$ cat src/wdrc_defines.vh
`ifndef WDRC_DEFINES_VH
`define WDRC_DEFINES_VH

// clock and timing
`define WDRC_CLK_MHZ 250
`define WDRC_LXT_FREQ_HZ 32768
`define WDRC_SOFT_RESET_DELAY_NS 1000
`define WDRC_SOFT_RESET_CYC ((`WDRC_SOFT_RESET_DELAY_NS * `WDRC_CLK_MHZ + 999) / 1000)
`define WDRC_RESET_DELAY_NS 1000
`define WDRC_RESET_DELAY_CYC ((`WDRC_RESET_DELAY_NS * `WDRC_CLK_MHZ + 999) / 1000)

// register word offsets, compared with paddr_i[7:2]
`define WDRC_OFS_WDT_CTRL 6'h00
`define WDRC_OFS_RST_FLAG 6'h01
`define WDRC_OFS_PIN_CFG 6'h02
`define WDRC_OFS_STATUS 6'h03
`define WDRC_OFS_IRQ_STAT 6'h04
`define WDRC_OFS_IRQ_MASK 6'h05
`define WDRC_OFS_PORT_DATA 6'h06
`define WDRC_OFS_PORT_DIR 6'h07
`define WDRC_OFS_WDT_COUNT 6'h08

// watchdog control fields
`define WDRC_KEY_MSB 7
`define WDRC_KEY_LSB 3
`define WDRC_SEL_MSB 2
`define WDRC_SEL_LSB 0
`define WDRC_KEY_ENABLE 5'h0a
`define WDRC_KEY_DISABLE 5'h15
`define WDRC_WDT_CTRL_RST 8'h53

// time-out lengths in crystal periods, one per select code
`define WDRC_TAP_SEL0 19'h00100
`define WDRC_TAP_SEL1 19'h00400
`define WDRC_TAP_SEL2 19'h01000
`define WDRC_TAP_SEL3 19'h04000
`define WDRC_TAP_SEL4 19'h08000
`define WDRC_TAP_SEL5 19'h10000
`define WDRC_TAP_SEL6 19'h20000
`define WDRC_TAP_SEL7 19'h40000

// reset pin config codes
`define WDRC_PIN_IO 8'h55
`define WDRC_PIN_RESET 8'haa
`define WDRC_PIN_CFG_RST 8'h55

// reset flag bits
`define WDRC_FLAG_KEY_BIT 0
`define WDRC_FLAG_CFG_BIT 3

// status bits
`define WDRC_STAT_TO_BIT 0
`define WDRC_STAT_PDF_BIT 1

// interrupt event bits
`define WDRC_IRQ_KEY_BIT 0
`define WDRC_IRQ_CFG_BIT 1
`define WDRC_IRQ_OVF_BIT 2
`define WDRC_IRQ_PIN_BIT 3

`define WDRC_PORT_RST 8'hff

`endif

$ cat src/wdrc_top.v
// How it works
// watchdog counter advances only on edges of the 32.768 kHz crystal
// three-bit select picks time-out of 2^8,10,12,14,15,16,17,18 crystal periods
// key 01010B enables the watchdog, key 10101B disables it
// any other key resets device after soft delay and sets key reset flag
// power-on control value is 01010011, watchdog enabled
// key flag in bit 0, hardware sets, software clears, bits 7..4 zero
// overflow in run mode resets the device and sets time-out flag
// overflow in sleep or idle sets time-out, resets only pc and sp
// count cleared by key reset, clear instruction, halt, reset pin low
// pin config 01010101B is io, 10101010B reset input, else delayed reset
// pin config powers up as 01010101B, general io
// power-on zeroes pc and sets port data and direction high
// reset pin low resets the device; config registers keep values
// after reset release, extra delay holds the cpu before running
// software must clear the watchdog before each time-out expires
// halt sets power-down, clears time-out and count; counts only if enabled
// run-mode time-out reset acts like a pin reset plus time-out flag
// counter counts up from zero, overflows at selected tap, clears restart it
//
// Decided for this implementation: the APB interface to the registers and the placing of the registers.
`timescale 1ns/1ps
`include "wdrc_defines.vh"

module wdrc_top (
   // clock and power-on reset
   input wire ref_clk_i,
   input wire reset_n_i,
   // apb slave
   input wire psel_i,
   input wire penable_i,
   input wire pwrite_i,
   input wire [7:0] paddr_i,
   input wire [31:0] pwdata_i,
   output wire pready_o,
   output wire pslverr_o,
   output reg [31:0] prdata_o,
   // crystal and cpu events
   input wire lxt_clk_i,
   input wire clear_watchdog_instr_i,
   input wire halt_instr_i,
   input wire low_power_mode_i,
   // shared reset pin
   input wire ext_reset_pin_n_i,
   output reg pin_is_reset_o,
   // reset outputs
   output reg device_reset_o,
   output reg cpu_hold_o,
   output reg pc_sp_reset_o,
   // port registers
   output reg [7:0] port_data_o,
   output reg [7:0] port_dir_o,
   // interrupt
   output wire irq_o
);

   localparam [3:0] ST_RUN = 4'b0001;
   localparam [3:0] ST_SOFT = 4'b0010;
   localparam [3:0] ST_RST = 4'b0100;
   localparam [3:0] ST_HOLD = 4'b1000;
   // both delays must fit the ten-bit delay counter
   localparam integer SOFT_CYC = `WDRC_SOFT_RESET_CYC;
   localparam integer HOLD_CYC = `WDRC_RESET_DELAY_CYC;
   localparam [9:0] SOFT_LAST = SOFT_CYC[9:0] - 10'h001;
   localparam [9:0] HOLD_LAST = HOLD_CYC[9:0] - 10'h001;

   reg [7:0] wdt_ctrl_q;
   reg [7:0] pin_cfg_q;
   reg flag_key_q;
   reg flag_cfg_q;
   reg to_flag_q;
   reg pdf_flag_q;
   reg [3:0] irq_stat_q;
   reg [3:0] irq_mask_q;
   reg [17:0] cnt_q;
   reg lxt_q;
   reg lxt_prev_q;
   reg [3:0] state_q;
   reg [3:0] state_d;
   reg [9:0] dly_q;
   reg cause_key_q;
   reg cause_cfg_q;

   wire [4:0] key = wdt_ctrl_q[`WDRC_KEY_MSB:`WDRC_KEY_LSB];
   wire [2:0] sel = wdt_ctrl_q[`WDRC_SEL_MSB:`WDRC_SEL_LSB];
   wire wdt_en = (key == `WDRC_KEY_ENABLE);
   wire key_bad = !wdt_en && (key != `WDRC_KEY_DISABLE);
   wire cfg_bad = (pin_cfg_q != `WDRC_PIN_IO) && (pin_cfg_q != `WDRC_PIN_RESET);
   wire pin_rst = (pin_cfg_q == `WDRC_PIN_RESET) && !ext_reset_pin_n_i;

   // apb decode
   wire setup = psel_i && !penable_i;
   wire wr = psel_i && penable_i && pwrite_i;
   wire [5:0] idx = paddr_i[7:2];
   wire mapped = (idx <= `WDRC_OFS_WDT_COUNT) && (paddr_i[1:0] == 2'b00);
   wire wr_ok = wr && mapped;
   wire wr_ctrl = wr_ok && (idx == `WDRC_OFS_WDT_CTRL);
   wire wr_pin = wr_ok && (idx == `WDRC_OFS_PIN_CFG);
   wire wr_irq = wr_ok && (idx == `WDRC_OFS_IRQ_STAT);
   wire wr_mask = wr_ok && (idx == `WDRC_OFS_IRQ_MASK);
   wire wr_pdata = wr_ok && (idx == `WDRC_OFS_PORT_DATA);
   wire wr_pdir = wr_ok && (idx == `WDRC_OFS_PORT_DIR);

   // unmapped accesses still finish at once, so a stray pointer cannot stall the bus
   assign pready_o = 1'b1;
   assign pslverr_o = psel_i && penable_i && !mapped;

   // crystal edge: input is already synchronous, so one stage plus history
   wire lxt_tick = lxt_q && !lxt_prev_q;

   function [18:0] tap_limit;
      input [2:0] s;
      begin
         case (s)
            3'h0: tap_limit = `WDRC_TAP_SEL0;
            3'h1: tap_limit = `WDRC_TAP_SEL1;
            3'h2: tap_limit = `WDRC_TAP_SEL2;
            3'h3: tap_limit = `WDRC_TAP_SEL3;
            3'h4: tap_limit = `WDRC_TAP_SEL4;
            3'h5: tap_limit = `WDRC_TAP_SEL5;
            3'h6: tap_limit = `WDRC_TAP_SEL6;
            default: tap_limit = `WDRC_TAP_SEL7;
         endcase
      end
   endfunction

   wire [18:0] cnt_inc = {1'b0, cnt_q} + 19'h00001;
   wire ovf = lxt_tick && wdt_en && (cnt_inc == tap_limit(sel));
   wire ovf_run = ovf && !low_power_mode_i;
   wire ovf_lp = ovf && low_power_mode_i;
   wire in_reset = (state_q == ST_RST);
   wire soft_fire = (state_q == ST_SOFT) && (dly_q == SOFT_LAST);
   wire fire_key = soft_fire && cause_key_q;
   wire fire_cfg = soft_fire && cause_cfg_q;

   // reset sequencer
   // a pin reset pre-empts a pending soft reset; new faults are heard only in run
   always @* begin
      state_d = state_q;
      case (state_q)
         ST_RUN: begin
            if (pin_rst || ovf_run)
               state_d = ST_RST;
            else if (key_bad || cfg_bad)
               state_d = ST_SOFT;
         end
         ST_SOFT: begin
            if (pin_rst || dly_q == SOFT_LAST)
               state_d = ST_RST;
         end
         ST_RST: begin
            if (!pin_rst)
               state_d = ST_HOLD;
         end
         ST_HOLD: begin
            if (pin_rst)
               state_d = ST_RST;
            else if (dly_q == HOLD_LAST)
               state_d = ST_RUN;
         end
         default: state_d = ST_RUN;
      endcase
   end

   always @(posedge ref_clk_i or negedge reset_n_i) begin
      if (!reset_n_i) begin
         state_q <= ST_RUN;
         dly_q <= 10'h000;
         cause_key_q <= 1'b0;
         cause_cfg_q <= 1'b0;
         device_reset_o <= 1'b0;
         cpu_hold_o <= 1'b0;
         pc_sp_reset_o <= 1'b0;
         pin_is_reset_o <= 1'b0;
      end else begin
         state_q <= state_d;
         if (state_d != state_q)
            dly_q <= 10'h000;
         else
            dly_q <= dly_q + 10'h001;
         if (state_q == ST_RUN) begin
            cause_key_q <= key_bad;
            cause_cfg_q <= cfg_bad;
         end
         device_reset_o <= (state_d == ST_RST);
         cpu_hold_o <= (state_d == ST_RST) || (state_d == ST_HOLD);
         pc_sp_reset_o <= ovf_lp;
         pin_is_reset_o <= (pin_cfg_q == `WDRC_PIN_RESET);
      end
   end

   // watchdog counter
   // the count holds while disabled and restarts from zero after every clear
   always @(posedge ref_clk_i or negedge reset_n_i) begin
      if (!reset_n_i) begin
         lxt_q <= 1'b0;
         lxt_prev_q <= 1'b0;
         cnt_q <= 18'h00000;
      end else begin
         lxt_q <= lxt_clk_i;
         lxt_prev_q <= lxt_q;
         if (in_reset || pin_rst || clear_watchdog_instr_i || halt_instr_i)
            cnt_q <= 18'h00000;
         else if (ovf)
            cnt_q <= 18'h00000;
         else if (lxt_tick && wdt_en)
            cnt_q <= cnt_inc[17:0];
      end
   end

   // control registers; they survive device resets, cleared only by power-on or by their own key or config fault
   reg [7:0] wdt_ctrl_d;
   reg [7:0] pin_cfg_d;

   // offending register is restored so the reset does not repeat forever
   always @* begin
      wdt_ctrl_d = wdt_ctrl_q;
      pin_cfg_d = pin_cfg_q;
      if (fire_key)
         wdt_ctrl_d = `WDRC_WDT_CTRL_RST;
      else if (wr_ctrl)
         wdt_ctrl_d = pwdata_i[7:0];
      if (fire_cfg)
         pin_cfg_d = `WDRC_PIN_CFG_RST;
      else if (wr_pin)
         pin_cfg_d = pwdata_i[7:0];
   end

   always @(posedge ref_clk_i or negedge reset_n_i) begin
      if (!reset_n_i) begin
         wdt_ctrl_q <= `WDRC_WDT_CTRL_RST;
         pin_cfg_q <= `WDRC_PIN_CFG_RST;
         irq_mask_q <= 4'h0;
      end else begin
         wdt_ctrl_q <= wdt_ctrl_d;
         pin_cfg_q <= pin_cfg_d;
         if (wr_mask)
            irq_mask_q <= pwdata_i[3:0];
      end
   end

   // ports go back to inputs on every device reset
   always @(posedge ref_clk_i or negedge reset_n_i) begin
      if (!reset_n_i) begin
         port_data_o <= `WDRC_PORT_RST;
         port_dir_o <= `WDRC_PORT_RST;
      end else if (in_reset) begin
         port_data_o <= `WDRC_PORT_RST;
         port_dir_o <= `WDRC_PORT_RST;
      end else begin
         if (wr_pdata)
            port_data_o <= pwdata_i[7:0];
         if (wr_pdir)
            port_dir_o <= pwdata_i[7:0];
      end
   end

   // flags: hardware set wins over a software clear in the same cycle
   wire flag_wr = wr_ok && (idx == `WDRC_OFS_RST_FLAG);
   reg flag_key_d;
   reg flag_cfg_d;
   reg to_flag_d;
   reg pdf_flag_d;

   // each hardware set is tested first, so it beats a clear in the same cycle
   always @* begin
      flag_key_d = flag_key_q;
      flag_cfg_d = flag_cfg_q;
      to_flag_d = to_flag_q;
      pdf_flag_d = pdf_flag_q;
      if (fire_key)
         flag_key_d = 1'b1;
      else if (flag_wr && !pwdata_i[`WDRC_FLAG_KEY_BIT])
         flag_key_d = 1'b0;
      if (fire_cfg)
         flag_cfg_d = 1'b1;
      else if (flag_wr && !pwdata_i[`WDRC_FLAG_CFG_BIT])
         flag_cfg_d = 1'b0;
      if (ovf)
         to_flag_d = 1'b1;
      else if (halt_instr_i)
         to_flag_d = 1'b0;
      if (halt_instr_i)
         pdf_flag_d = 1'b1;
      else if (clear_watchdog_instr_i)
         pdf_flag_d = 1'b0;
   end

   always @(posedge ref_clk_i or negedge reset_n_i) begin
      if (!reset_n_i) begin
         flag_key_q <= 1'b0;
         flag_cfg_q <= 1'b0;
         to_flag_q <= 1'b0;
         pdf_flag_q <= 1'b0;
      end else begin
         flag_key_q <= flag_key_d;
         flag_cfg_q <= flag_cfg_d;
         to_flag_q <= to_flag_d;
         pdf_flag_q <= pdf_flag_d;
      end
   end

   // interrupt status, write one to clear
   // pin event is taken only on entry, not for every cycle the pin stays low
   wire [3:0] irq_ev = {pin_rst && state_q != ST_RST, ovf, fire_cfg, fire_key};
   wire [3:0] irq_clr = wr_irq ? pwdata_i[3:0] : 4'h0;
   wire [3:0] irq_stat_d = irq_ev | (irq_stat_q & ~irq_clr);

   always @(posedge ref_clk_i or negedge reset_n_i) begin
      if (!reset_n_i)
         irq_stat_q <= 4'h0;
      else
         irq_stat_q <= irq_stat_d;
   end

   assign irq_o = |(irq_stat_q & irq_mask_q);

   // read data captured in setup, presented during access
   reg [31:0] rd_mux;

   always @* begin
      rd_mux = 32'h00000000;
      case (idx)
         `WDRC_OFS_WDT_CTRL: rd_mux = {24'h000000, wdt_ctrl_q};
         `WDRC_OFS_RST_FLAG: rd_mux = {28'h0000000, flag_cfg_q, 2'b00, flag_key_q};
         `WDRC_OFS_PIN_CFG: rd_mux = {24'h000000, pin_cfg_q};
         `WDRC_OFS_STATUS: rd_mux = {30'h00000000, pdf_flag_q, to_flag_q};
         `WDRC_OFS_IRQ_STAT: rd_mux = {28'h0000000, irq_stat_q};
         `WDRC_OFS_IRQ_MASK: rd_mux = {28'h0000000, irq_mask_q};
         `WDRC_OFS_PORT_DATA: rd_mux = {24'h000000, port_data_o};
         `WDRC_OFS_PORT_DIR: rd_mux = {24'h000000, port_dir_o};
         `WDRC_OFS_WDT_COUNT: rd_mux = {14'h0000, cnt_q};
         default: rd_mux = 32'h00000000;
      endcase
   end

   always @(posedge ref_clk_i or negedge reset_n_i) begin
      if (!reset_n_i)
         prdata_o <= 32'h00000000;
      else if (setup)
         prdata_o <= mapped ? rd_mux : 32'h00000000;
   end

endmodule // wdrc_top

$ cat config.mk
export PLATFORM = sky130hd
export DESIGN_NAME = wdrc_top
export DESIGN_NICKNAME = d
export VERILOG_FILES = /design/src/wdrc_top.v
export VERILOG_INCLUDE_DIRS = /design/src
export SDC_FILE = /design/constraint.sdc
export NUM_CORES = 1
export LEC_CHECK = 0
export ABC_CLOCK_PERIOD_IN_PS = 3000
export BUFFER_PORTS_ARGS = -buffer_cell sky130_fd_sc_hd__buf_2
export CORE_MARGIN = 2
export CORE_UTILIZATION = 25
export DETAILED_ROUTE_END_ITERATION = 8
export GPL_TIMING_DRIVEN = 0
export SLEW_MARGIN = 5
export SYNTH_ARGS = -nofsm -noshare
export SYNTH_HDL_FRONTEND = slang
export SYNTH_SLANG_ARGS = --single-unit
$ cat constraint.sdc
create_clock -name ref_clk_i -period 3 [get_ports ref_clk_i]
set_input_delay 0.45 -clock ref_clk_i [delete_from_list [all_inputs] [get_ports ref_clk_i]]
set_output_delay 0.45 -clock ref_clk_i [all_outputs]
set_load 0.01 [all_outputs]
## Word level (Yosys, flattened, before mapping)

Cells that the tools add are included.

| word-level totals | value |
|---|---|
| register bits | 116 |
| input bits | 50 |
| output and inout port bits | 55 |
| word-level logic and storage cells | 144 |

| operators by class | value |
|---|---|
| add/sub/neg operators | 2 |
| magnitude comparators | 1 |
| eq/ne operators | 29 |
| multiplexer cells | 31 |
| bitwise logic cells | 4 |
| reductions and logical operators | 55 |

Operators with widths:

| operator | count |
|---|---|
| one-hot mux 18 bit (9 select lines) | 1 |
| one-hot mux 19 bit (7 select lines) | 1 |
| 2-to-1 mux 8 bit | 8 |
| 2-to-1 mux 18 bit | 3 |
| 2-to-1 mux 32 bit | 1 |
| 2-to-1 mux 4 bit | 7 |
| logical AND 1 bit | 27 |
| == test 6 x 3 -> 1 bit (second input constant) | 4 |
| adder 18 x 1 -> 19 bit (second input constant) | 1 |
| == test 19 bit | 1 |
| one-hot mux 4 bit (4 select lines) | 1 |
| nonzero test 2 bit | 8 |
| == test 6 x 2 -> 1 bit (second input constant) | 2 |
| adder 10 x 1 -> 10 bit (second input constant) | 1 |
| == test 10 x 8 -> 1 bit (second input constant) | 1 |
| 2-to-1 mux 10 bit | 1 |
| == test 3 bit (second input constant) | 3 |
| bitwise AND 4 bit | 2 |
| == test 4 x 3 -> 1 bit (second input constant) | 2 |
| == test 4 bit (second input constant) | 2 |
| == test 8 bit (second input constant) | 1 |
| logical NOT 1 bit | 8 |
| 2-to-1 mux 1 bit | 8 |
| inequality test 8 x 7 -> 1 bit (second input constant) | 1 |
| other kinds (20) | 27 |

## Logic depth before layout (Yosys ltp)

| depth | value |
|---|---|
| depth in word-level cells | 10 |
| depth in mapped cells | 11 |
| depth with buffers taken out | 9 |

## Worst setup path after synthesis

OpenSTA, ideal clock, no wires.

| timing path | value |
|---|---|
| path type | register -> register |
| start | register cnt_q[7] |
| end | register cnt_q[13] |
| arrival time | 2905 ps |
| data required time | 2878 ps |
| slack | -26 ps |
| stages on the path, launching flop included | 10 |
| clock period less this slack | 3026 ps |
| cells stage by stage | dfrtp_1 buf_2 nand4_4 nor4_1 xor2_1 or4_1 or4_4 buf_6 or2_4 a32o_1 |

| on the way | value |
|---|---|
| cells in the longest elaborated chain, start to end | 5 |

Ends and longest elaborated chain:

| element | RTL line | RTL |
|---|---|---|
| start, declared | wdrc_top.v:75 | `reg [17:0] cnt_q;` |
| start signal, assigned | wdrc_top.v:207 | `cnt_q <= cnt_inc[17:0];` |
| adder 18 x 1 -> 19 bit (*) | wdrc_top.v:127 | `wire [18:0] cnt_inc = {1'b0, cnt_q} + 19'h00001;` |
| == test 19 bit | wdrc_top.v:128 | `wire ovf = lxt_tick && wdt_en && (cnt_inc == tap_limit(sel));` |
| logical AND 1 bit | wdrc_top.v:128 |  |
| 2-to-1 mux 18 bit | wdrc_top.v:204 | `else if (ovf)` |
| 2-to-1 mux 18 bit | wdrc_top.v:202 | `if (in_reset \|\| pin_rst \|\| clear_watchdog_instr_i \|\| halt_instr_i)` |

Mark *: on every way between the ends. The rest lies on a longest branch, timed or not. The select of a mux whose other input is x is not followed.
A chain may end at the register's enable or synchronous reset.

## Worst setup path in the final report

| timing path | value |
|---|---|
| start | register cnt_q[2] |
| end | register cnt_q[13] |

Same word-level chain as after synthesis.

==> summary.md <==
| Metric | Value |
|---|---|
| Core Rows | `55` |
| Setup TNS | `0 ns` |
| Most frequent cells in the layout | `nand2_1, dfrtp_1, buf_2` |
| Largest net degree at the start of global routing | `55` |
| Final setup fails | `0` |
| Finished Cell Area | `between 7000 and 8000 um^2` |
| Sequential element share of the synthesized area | `0.442` |
| CTS tree | `yes` |
| Area Growth Syn to Fin | `23.7%` |
| Crit path DAT | `about 3.2 ns` |
| Die X-Extent | `between 150 and 200 um` |
| Max-cap violations | `0` |
| Post-synthesis simple-gate area fraction | `0.258` |
| Critical Path Most Common Cell | `buf_6` |
| Number of enable flip-flop cells after synthesis | `0` |
| Max Buffers Root-to-Sink | `2` |
| Most common cell after layout, fill and taps aside | `nand2_1` |
| GPL Wtd Cong | `approximately 0.88` |
| Layout Utilization | `0.318` |
| CP Cell Sequence | `buf_6, nand4_1, buf_4, nor4_4, xor2_1, or4_1, or4_4, buf_6, or2_4, a32o_1` |
| Crit path kind | `register to register` |
| Initial antenna violation count | `0` |
| Synth Area in Compound Gates | `0.162` |
| WL/cell | `approximately 16 um` |
| Port Buffers | `between 60 and 70` |
| Share of the synthesized area in the top cell type | `0.329` |
| Final Skew | `0.00696 ns` |
| Synth Warn # | `0` |
| WP data required | `3.25 ns` |
| Final Hold Fails | `0` |
| Mux contribution to synthesized area | `0.0308` |
| Worst Path Max Fanout | `7` |
| Leading area contributor after synthesis | `dfrtp_1` |
| Post-DP Area | `between 6000 and 7000 um^2` |
| Final net count | `a little under 800` |
| Final cycle utilization of the critical path | `0.978` |
| Clock transition at path regs | `0.07 ns` |
| Vias per cell | `a little under 5` |
| Slowest CP cell | `or4_1` |
| Synth Area in Adders | `0.00856` |
| Outcome | `complete, no violations` |
| Clk root buf | `clkbuf_16` |
| Number of global-route vias before repair | `roughly 4900` |
| DRC | `0` |
| Total CTS buffers | `9` |
| Buf+Inv Stages, Crit Path | `3` |
| Crit-path leading delay family | `simple AND/OR/NAND/NOR gates` |
| Starting Density | `0.257` |
| Hold Crit Class | `primary input to asynchronous set/reset pin` |
| Critical Path Source Type | `register` |
| VDD IR max | `~0.27 mV` |
| # fillers | `roughly 2300` |
| First-pass GRT wire length | `26800 um` |
| Worst-Margin Slew | `between 1 and 1.5 ns` |
| Distinct cell type count after synthesis | `77` |
| Crit-path max cell delay | `approximately 0.53 ns` |
| Lkg Pwr | `3.23 nW` |
| Synth area leaders | `dfrtp_1, dfstp_2, nand2_1, nand3_1, o21ai_0` |
| Later-pin clock latency in the skew report | `around 0.36 ns` |
| H-tree depth | `3` |
| Final Hold Slack | `0.159 ns` |
| Syn Std Cell Area | `5850 um^2` |
| I/O pins | `approximately 110` |
| Maximum clock rate | `about 0.34 GHz` |
| Layout cells sized above 1 | `0.269` |
| Largest family of logic cells by synthesized area | `simple AND/OR/NAND/NOR gates` |
| Core Region | `22800 um^2` |
| Post-synth ARST share | `1.00` |
| Synth Instances | `about 630` |
| Initial DRC Count | `approximately 470` |
| Minimum clock period | `2.93 ns` |
| Area of the multi-input gates | `a little over 3000 um^2` |
| CTS Hold Buffers Added | `0` |
| CP Capture Type | `register` |
| Antenna viol nets, final | `0` |
| Total global-route track usage | `0.140` |
| Detailed-route via count | `around 5200` |
| Ys flop type | `dfrtp_1` |
| N_diodes | `0` |
| Cell Pwr Density | `between 400 and 500 nW/um^2` |
| Die Area | `24600 um^2` |
| Syn_area_per_cell | `~9.3 um^2` |
| DRT Pass-1 Iters | `5` |
| Register Area | `about 2600 um^2` |
| Number of synthesized register bits | `slightly above 100` |
| DP HPWL | `12400 um` |
| Final WL | `~17000 um` |
| # clock sinks | `a little over 100` |
| Xor/xnor share of the synthesized area | `0.0344` |
| Relative slew slack | `0.277` |
| Grt ovf | `0` |
| Die Span Y | `157 um` |
| Max Transition Viols Final | `0` |
-- what timing repair did --
item,CTS,global route
resized for setup,7,27
pin swaps,4,8
buffers inserted,8,8
setup endpoints to repair,32,43
-- layout make-up --
cell class | instances | area share
buffer | 52 | 0.0432
clock buffer | 12 | 0.0341
clock inverter | 4 | 0.0107
inverter | 21 | 0.0109
multi-input combinational | 470 | 0.425
sequential | 102 | 0.357
tap | 313 | 0.0541
timing repair buffer | 80 | 0.0643
-- per-layer routing --
metal | global-route usage | vias up | wire, um
met2 | 0.222 | 148 | 8090
met1 | 0.187 | 2515 | 7850
met4 | 0.0511 | 0 | 400
li1 | - | 2478 | -
met3 | 0.0297 | 24 | 843
met5 | 0 | - | 0
-- Yosys cell counts, types with 6 or more instances --
master,instances
nand2_1,96
dfrtp_1,77
nand3_1,42
o21ai_0,37
nor2_1,34
dfstp_2,25
nor3_1,22
inv_1,21
buf_4,18
clkbuf_1,17
buf_2,13
a21oi_1,12
a22o_1,12
xor2_1,12
nor2b_1,11
xnor2_1,11
a22oi_1,9
mux2i_1,9
a31oi_1,8
a221oi_1,7
nand2b_1,7
nand4_1,7
a21o_1,6
nor4_1,6
o211ai_1,6
-- cell families after synthesis --
| kind of cell | Yosys count |
|---|---|
| AO/OA/AOI/OAI | 132 |
| XOR/XNOR | 23 |
| adder cells (fa/ha/maj) | 4 |
| buffers and inverters | 73 |
| flip-flops | 102 |
| multiplexers | 15 |
| other | 2 |
| AND/OR/NAND/NOR | 281 |
-- flip-flops by register name, summed over array words and instances, names as in the netlist, 4 cells and up --
| signal | flops |
|---|---|
| irq_mask_q | 4 |
| state_q | 4 |
| dly_q | 10 |
| wdt_ctrl_q | 8 |
| irq_stat_q | 4 |
| pin_cfg_q | 8 |
| port_dir_o | 8 |
| prdata_o | 18 |
| cnt_q | 18 |
| port_data_o | 8 |
-- power breakdown --
| part | internal [mW] | leakage, nW | switching, mW |
|---|---|---|---|
| Sequential | 1.43 | 1.29 | 0.0536 |
| Combinational | 0.144 | 1.78 | 0.232 |
| Clock | 0.762 | 0.158 | 0.553 |
-- per-stage QoR --
stage               setup slack, ns  power [mW]  cells
detailed placement           -0.311        1.89   1022
CTS                        0.000305        3.20   1046
global placement             -0.315        1.87   1021
finish                       0.0652        3.18   1054
floorplan                    0.0508        1.74    645
global route                -0.0115        3.31   1054
-- worst reg2reg max path, delay by kind of cell (launching register included) --
family | cells | cell delay [ns]
compound gates | 1 | 0.25
xor+xnor | 1 | 0.11
buf+inv | 3 | 0.45
flops | 1 | 0.35
simple gates | 5 | 1.65
-- final timing paths --
| check | from | to | slack [ns] | cells after the start |
|---|---|---|---|---|
| worst max-delay path | cnt_q[2] | cnt_q[13] | 0.07 | 10 |
| worst min-delay path | reset_n_i | prdata_o[0] | 0.16 | 1 |
| worst max register to register | cnt_q[2] | cnt_q[13] | 0.07 | 10 |
| worst min register to register | lxt_q | lxt_prev_q | 0.41 | 0 |
| max in group asynchronous | reset_n_i | state_q[0] | 2.11 | 2 |
| min in group ref_clk_i | lxt_clk_i | lxt_q | 0.21 | 1 |
Note: power is estimated with default switching activity, not from simulation.
